`src/clbp_defines.svh`:
```
/*
 holds the named constants of the cpu local bus port.
 assumes inclusion by bare name from the port design files.
*/
`ifndef CLBP_DEFINES_SVH
`define CLBP_DEFINES_SVH
// ---------------------------------------------------------------
// timing
// ---------------------------------------------------------------
`define CLBP_CLK_NS        50
`define CLBP_WARM_CYCLES   256
`define CLBP_WARM_W        9
// ---------------------------------------------------------------
// bus widths and reset values
// ---------------------------------------------------------------
`define CLBP_DATA_W        32
`define CLBP_LANES         4
`define CLBP_CFG_W         32
`define CLBP_ZERO_DATA     32'h0000_0000
`define CLBP_LANES_IDLE    4'hf
`endif

```
`src/clbp_pkg.sv`:
```
/*
 types shared by the cpu local bus port.
 assumes clbp_defines.svh is available.
*/
`include "clbp_defines.svh"
package clbp_pkg;
   // ------------------------------------------------------------
   // ownership and transfer states
   // ------------------------------------------------------------
   typedef enum logic [2:0] {
      CLBP_IDLE,     // processor owns the bus
      CLBP_REQ,      // waiting for grant
      CLBP_XFER,     // dma beat on the bus
      CLBP_REL       // handing the bus back
   } clbp_own_t;
endpackage : clbp_pkg

```
`src/clbp_warm_reset.sv`:
```
/*
 holds the warm reset stretcher for the processor.
 assumes cold reset is mapped onto the async reset input.
*/
`timescale 1ns/1ps
`include "clbp_defines.svh"
module clbp_warm_reset (
   // clock and reset
   input  wire logic clk,
   input  wire logic reset,
   // warm reset to processor
   output logic      warm_reset_n
);
   // ------------------------------------------------------------
   // counter
   // ------------------------------------------------------------
   logic [`CLBP_WARM_W-1:0] cnt_reg;   // cycles since release
   wire                     done = (cnt_reg == `CLBP_WARM_W'(`CLBP_WARM_CYCLES - 1));
   // count up then hold; warm reset low until done
   always_ff @(posedge clk or posedge reset) begin
      if (reset) begin
         cnt_reg      <= '0;
         warm_reset_n <= 1'b0;
      end else begin
         if (!done) cnt_reg <= cnt_reg + `CLBP_WARM_W'(1);
         warm_reset_n <= done;
      end
   end
   // ------------------------------------------------------------
   // checks
   // ------------------------------------------------------------
   logic [`CLBP_WARM_W:0] seen;  // helper: edges since release
   always_ff @(posedge clk or posedge reset) begin
      if (reset) seen <= '0;
      else if (!seen[`CLBP_WARM_W]) seen <= seen + 1'b1;
   end
endmodule : clbp_warm_reset

```
`src/clbp_port.sv`:
```
/*
 holds the cpu local bus port: address latch, acknowledge, bus error,
 dma bus request and grant, transceiver direction, interrupt, resets.
 assumes synchronous inputs on clk, cold reset tied to reset.
*/
// Function
// - acknowledge each accepted processor data word
// - bus error output for cpu and dma
// - all logic on the master clock
// - capture config vector on the first clock after cold reset
// - warm reset held 256 cycles minimum
// - request bus when dma needs it
// - interrupt output from internal controller
// - direction driven low during dma reads
// - direction floats when processor owns bus
// - dma drives data on writes only, no address phase
// - latch address on address latch enable
`timescale 1ns/1ps
`include "clbp_defines.svh"
module clbp_port (
   // clock and reset (cold reset)
   input  wire logic                      clk,
   input  wire logic                      reset,
   // processor bus inputs
   input  wire logic [`CLBP_DATA_W-1:0]   ad_in,
   input  wire logic                      ale,
   input  wire logic                      cycle_n,
   input  wire logic                      write_n,
   input  wire logic [`CLBP_LANES-1:0]    lane_select_lines,
   input  wire logic                      last_n,
   input  wire logic                      grant_n,
   // processor bus outputs
   output logic [`CLBP_DATA_W-1:0]        ad_out,
   output logic                           ad_oe,
   output logic                           ack_n,
   output logic                           buserr_n,
   output logic                           busreq_n,
   output logic                           int_n,
   output logic                           buffer_direction_out,
   output logic                           buffer_direction_oe,
   output logic                           warm_reset_n,
   // internal side
   input  wire logic [`CLBP_CFG_W-1:0]    cfg_strap,
   output logic [`CLBP_CFG_W-1:0]         cfg_vector,
   output logic [`CLBP_DATA_W-1:0]        cpu_addr,
   output logic [`CLBP_DATA_W-1:0]        cpu_wdata,
   output logic [`CLBP_LANES-1:0]         cpu_lanes,
   output logic                           cpu_wvalid,
   input  wire logic                      slave_ready,
   input  wire logic                      slave_error,
   input  wire logic                      irq_req,
   input  wire logic                      dma_start,
   input  wire logic                      dma_read,
   input  wire logic [`CLBP_DATA_W-1:0]   dma_wdata,
   input  wire logic                      dma_error,
   output logic                           dma_done
);
   // ------------------------------------------------------------
   // state and captured values
   // ------------------------------------------------------------
   clbp_pkg::clbp_own_t own_reg, own_next;  // bus ownership
   logic                cfg_taken;          // strap caught once
   logic                dma_rd_reg;         // current dma direction
   // decoding of the processor beat
   wire cpu_beat  = !cycle_n && !ale && (own_reg == clbp_pkg::CLBP_IDLE);
   wire cpu_acc   = cpu_beat && slave_ready && ack_n;
   wire granted   = !grant_n;
   // ownership sequencing
   always_comb begin
      own_next = own_reg;
      case (own_reg)
         clbp_pkg::CLBP_IDLE: begin
            if (dma_start && cycle_n) own_next = clbp_pkg::CLBP_REQ;
         end
         clbp_pkg::CLBP_REQ: begin
            if (granted) own_next = clbp_pkg::CLBP_XFER;
         end
         clbp_pkg::CLBP_XFER: begin
            if (!granted || slave_ready) own_next = clbp_pkg::CLBP_REL;
         end
         default: begin
            own_next = clbp_pkg::CLBP_IDLE;
         end
      endcase
   end
   // ------------------------------------------------------------
   // ownership and request register
   // ------------------------------------------------------------
   always_ff @(posedge clk or posedge reset) begin
      if (reset) begin
         own_reg    <= clbp_pkg::CLBP_IDLE;
         busreq_n   <= 1'b1;
         dma_rd_reg <= 1'b0;
         dma_done   <= 1'b0;
      end else begin
         own_reg  <= own_next;
         busreq_n <= !(own_next == clbp_pkg::CLBP_REQ ||
                       own_next == clbp_pkg::CLBP_XFER);
         if (own_reg == clbp_pkg::CLBP_IDLE && dma_start) dma_rd_reg <= dma_read;
         dma_done <= (own_reg == clbp_pkg::CLBP_XFER) && (own_next == clbp_pkg::CLBP_REL);
      end
   end
   // ------------------------------------------------------------
   // dma data drive and direction pin
   // ------------------------------------------------------------
   wire in_dma = (own_next == clbp_pkg::CLBP_XFER) && granted;
   always_ff @(posedge clk or posedge reset) begin
      if (reset) begin
         ad_out              <= `CLBP_ZERO_DATA;
         ad_oe               <= 1'b0;
         buffer_direction_out <= 1'b1;
         buffer_direction_oe <= 1'b0;
      end else begin
         ad_out              <= dma_wdata;
         ad_oe               <= in_dma && !dma_rd_reg;
         buffer_direction_out <= !(in_dma && dma_rd_reg);
         buffer_direction_oe <= in_dma;
      end
   end
   // ------------------------------------------------------------
   // processor address, data, acknowledge
   // ------------------------------------------------------------
   always_ff @(posedge clk or posedge reset) begin
      if (reset) begin
         cpu_addr   <= `CLBP_ZERO_DATA;
         cpu_wdata  <= `CLBP_ZERO_DATA;
         cpu_lanes  <= `CLBP_LANES_IDLE;
         cpu_wvalid <= 1'b0;
         ack_n      <= 1'b1;
      end else begin
         if (ale) cpu_addr <= ad_in;
         cpu_wvalid <= cpu_acc && !write_n;
         if (cpu_acc) begin
            cpu_wdata <= ad_in;
            cpu_lanes <= lane_select_lines;
         end
         ack_n <= !cpu_acc;
      end
   end
   // one cycle acknowledge per word; last only ends the burst upstream
   // ------------------------------------------------------------
   // bus error, interrupt, config capture
   // ------------------------------------------------------------
   always_ff @(posedge clk or posedge reset) begin
      if (reset) begin
         buserr_n   <= 1'b1;
         int_n      <= 1'b1;
         cfg_taken  <= 1'b0;
         cfg_vector <= '0;
      end else begin
         buserr_n <= !((cpu_beat && slave_error) ||
                       (own_reg == clbp_pkg::CLBP_XFER && dma_error));
         int_n    <= !irq_req;
         if (!cfg_taken) begin
            cfg_vector <= cfg_strap;
            cfg_taken  <= 1'b1;
         end
      end
   end
   // ------------------------------------------------------------
   // warm reset stretcher
   // ------------------------------------------------------------
   clbp_warm_reset u_warm (
      .clk          (clk),
      .reset        (reset),
      .warm_reset_n (warm_reset_n)
   );
endmodule : clbp_port

```
`config.mk`:
```
export PLATFORM = sky130hd
export DESIGN_NAME = clbp_port
export DESIGN_NICKNAME = d
export VERILOG_FILES = /design/src/clbp_pkg.sv /design/src/clbp_warm_reset.sv /design/src/clbp_port.sv
export VERILOG_INCLUDE_DIRS = /design/src
export SDC_FILE = /design/constraint.sdc
export NUM_CORES = 1
export LEC_CHECK = 0
export BUFFER_PORTS_ARGS = -buffer_cell sky130_fd_sc_hd__buf_2
export CORE_ASPECT_RATIO = 1.25
export CORE_UTILIZATION = 42
export CTS_CLUSTER_SIZE = 12
export DETAILED_ROUTE_END_ITERATION = 8
export PLACE_DENSITY = 0.82
export REMOVE_ABC_BUFFERS = 1
export SLEW_MARGIN = 5
export SYNTH_ARGS = -nofsm -noshare
export SYNTH_HDL_FRONTEND = slang
export SYNTH_HIERARCHICAL = 1
export SYNTH_SLANG_ARGS = --single-unit
export TNS_END_PERCENT = 20
```
`constraint.sdc`:
```
create_clock -name clk -period 4.2 [get_ports clk]
set_input_delay 0.63 -clock clk [delete_from_list [all_inputs] [get_ports clk]]
set_output_delay 0.63 -clock clk [all_outputs]
set_load 0.05 [all_outputs]
```
==> flow_metrics.env <==
export IMPL_r2r_setup_slack_ps=1840
export IMPL_synth_xor_area_frac=0.0109
export IMPL_synth_cell_types=34
export IMPL_synth_top_flop_cell="dfrtp_1"
export IMPL_status="complete, no violations"
export IMPL_synth_seq_cells=156
export IMPL_p_comb_frac=0.272
export IMPL_antenna_found_initial=2
export IMPL_avgViaCountPerCell=4.69
export IMPL_r2r_start="own_reg[1]"
export IMPL_fp_dieW_um=105
export IMPL_startpoint_type="flip-flop"
export IMPL_drt_pass1_iter_count=4
export IMPL_synth_most_common_cell="dfrtp_1"
export IMPL_vias=3596
export IMPL_ir_worst_vdd_uv=314
export IMPL_cp_required_ps=4490
export IMPL_cp_end_kind="flip-flop"
export IMPL_synth_common_cells="dfrtp_1, mux2_2, mux2_4"
export IMPL_hold_slack_ps=228
export IMPL_die_area_sq_um=13800
export IMPL_core_area_sq_um=12900
export IMPL_cts_buffers=17
export IMPL_synth_edf_count=0
export IMPL_rsz0062_at_grt="no"
export IMPL_syn_inst=323
export IMPL_worstMarginPinSlew_ps=1230
export IMPL_setup_violations_final=0
export IMPL_min_period_over_period=0.561
export IMPL_ys_warn_count=6
export IMPL_critPathKind="reg -> reg"
export IMPL_finalHoldViolations=0
export IMPL_drt_iter0_drc=125
export IMPL_synth_top_cell_area_share=0.655
export IMPL_rows=46
export IMPL_numPortBuffers=253
export IMPL_clockRootBuffer="clkbuf_16"
export IMPL_grt_max_degree=96
export IMPL_clock_sinks=156
export IMPL_switching_share=0.361
export IMPL_cp_max_fo=30
export IMPL_endpoint="cpu_wdata[24]"
export IMPL_fin_util=0.588
export IMPL_reg2regPathDepth=4
export IMPL_finClkSkew_ps=7.64
export IMPL_async_flop_share=1.00
export IMPL_avgSynthCellArea_sq_um=17.4
export IMPL_synth_top_area_cell="dfrtp_1"
export IMPL_final_max_slew_viol_count=0
export IMPL_ant_nets=0
export IMPL_pwr_share_seq=0.409
export IMPL_synth_top_family_by_area="multiplexers"
export IMPL_path_buf_inv=1
export IMPL_postCtsSetupRepairBufs=0
export IMPL_cp_data_arrival_time_ps=2640
export IMPL_crit_cells=4
export IMPL_grt_pass1_vias=3760
export IMPL_grt_pass1_wl_um=18800
export IMPL_synth_compound_area_frac=0.0118
export IMPL_clk_latency_ps=400
export IMPL_startpoint="own_reg[1]"
export IMPL_path_cells="nor3_4, nand4_1, buf_4, mux2_4"
export IMPL_ys_seq_area_frac=0.697
export IMPL_drive_above_1_share=0.676
export IMPL_routed_wl_um=11900
export IMPL_intPower_mw=2.83
export IMPL_ctsResizeCount=0
export IMPL_max_cap_violations=0
export IMPL_groute_usage_overall=0.176
export IMPL_power_switching_mw=1.60
export IMPL_initial_core_util=0.436
export IMPL_nets=701
export IMPL_crit_slowest_cell="nand4_1"
export IMPL_crit_reg2reg_capture="cpu_wdata[24]"
export IMPL_syn2layout_area_growth_pct=35.0
export IMPL_die_height_um=131
export IMPL_slew_headroom=0.179
export IMPL_htreeDepth=4
export IMPL_clk_path_buf_depth=2
export IMPL_clkPwrFrac=0.319
export IMPL_grt_overflow=0
export IMPL_syn_area_sq_um=5620
export IMPL_setup_tns_final_ps=0
export IMPL_p_leak_nw=3.78
export IMPL_synthAdderAreaFrac=0.00668
export IMPL_yosys_area_share_simple=0.0323
export IMPL_finalWeightedCongestion=0.757
export IMPL_io_pins=255
export IMPL_path_clk_slew_ps=70
export IMPL_powerDensity_nw_per_um2=584
export IMPL_remaining_drc_errors=0
export IMPL_postCtsHoldBufs=0
export IMPL_synthMuxAreaShare=0.220
export IMPL_synth_area_leaders="dfrtp_1, mux2_2, mux2_4"
export IMPL_fmax_ghz=0.424
export IMPL_cp_top_family="simple AND/OR/NAND/NOR gates"
export IMPL_cpPeakStageDelay_ps=610
export IMPL_wl_per_cell_um=15.5
export IMPL_hpwl_um=8770
export IMPL_hold_class="in -> async"
export IMPL_cts_tree="built"
export IMPL_fin_crit_ps=2360
## worst min path at each step
stage | start | endpoint | slack (ps) | cells after the start
floorplan | dma_rd_reg | buffer_direction_out | 390 | 1
global placement | dma_rd_reg | buffer_direction_out | 410 | 1
detailed placement | dma_rd_reg | buffer_direction_out | 420 | 1
CTS | reset | u_warm/cnt_reg[7] | 230 | 2
global route | reset | u_warm/cnt_reg[6] | 250 | 2
finish | reset | u_warm/cnt_reg[4] | 230 | 2
## routing by layer
metal,vias up,track usage,wire length (um)
met3,16,0.0585,844
met2,163,0.308,6230
li1,1639,-,-
met4,2,0.0657,150
met5,-,0,13
met1,1776,0.198,4650
## cell usage in the layout (no fill, tap or decap), drive strengths merged, types with 2 or more instances in the layout
cell,n
nand2,4
nand4b,2
mux2,102
clkinv,4
conb,2
ha,3
clkbuf,19
nand2b,5
nor2b,3
a21oi,2
inv,10
dfstp,9
nand4,2
xor2,3
dfrtp,147
nor2,4
xnor2,4
nor3,2
buf,257
clkinvlp,3
## power by group through the flow
stage / logic [mW] / clock network [mW] / registers, mW
after floorplan: 0.232 / 0 / 2.49
after global placement: 1.19 / 0 / 1.82
final: 1.21 / 1.41 / 1.81
after detailed placement: 1.22 / 0 / 1.83
after CTS: 1.22 / 1.45 / 1.81
after global routing: 1.25 / 1.52 / 1.83
## kinds of logic (layout without fill, tap and decap cells)
family                   after synthesis  count (layout)
adder cells (fa/ha/maj)                3               3
multiplexers                         103             103
XOR/XNOR                               7               7
AND/OR/NAND/NOR                       26              26
buffers and inverters                 18             293
flip-flops                           156             156
AO/OA/AOI/OAI                          8               8
other                                  2               3
## final cells by class
type	instances	area, sq um
well taps	168	210
fillers	1037	5310
flip-flops and latches	156	3920
diodes	1	2.50
clock buffers	19	443
inverters	4	20.0
repair buffers	257	1300
multi-input cells	149	1590
clock inverters	13	108
## through the flow
step | instance area, sq um | setup slack, ps | cells | total power, mW
global placement | 7030 | 1590 | 734 | 3.01
global route | 7580 | 1700 | 767 | 4.60
floorplan | 5520 | -338 | 309 | 2.72
detailed placement | 7030 | 1530 | 734 | 3.05
CTS | 7580 | 1820 | 766 | 4.47
finish | 7580 | 1840 | 767 | 4.43
(Power assumes the default switching activity.)
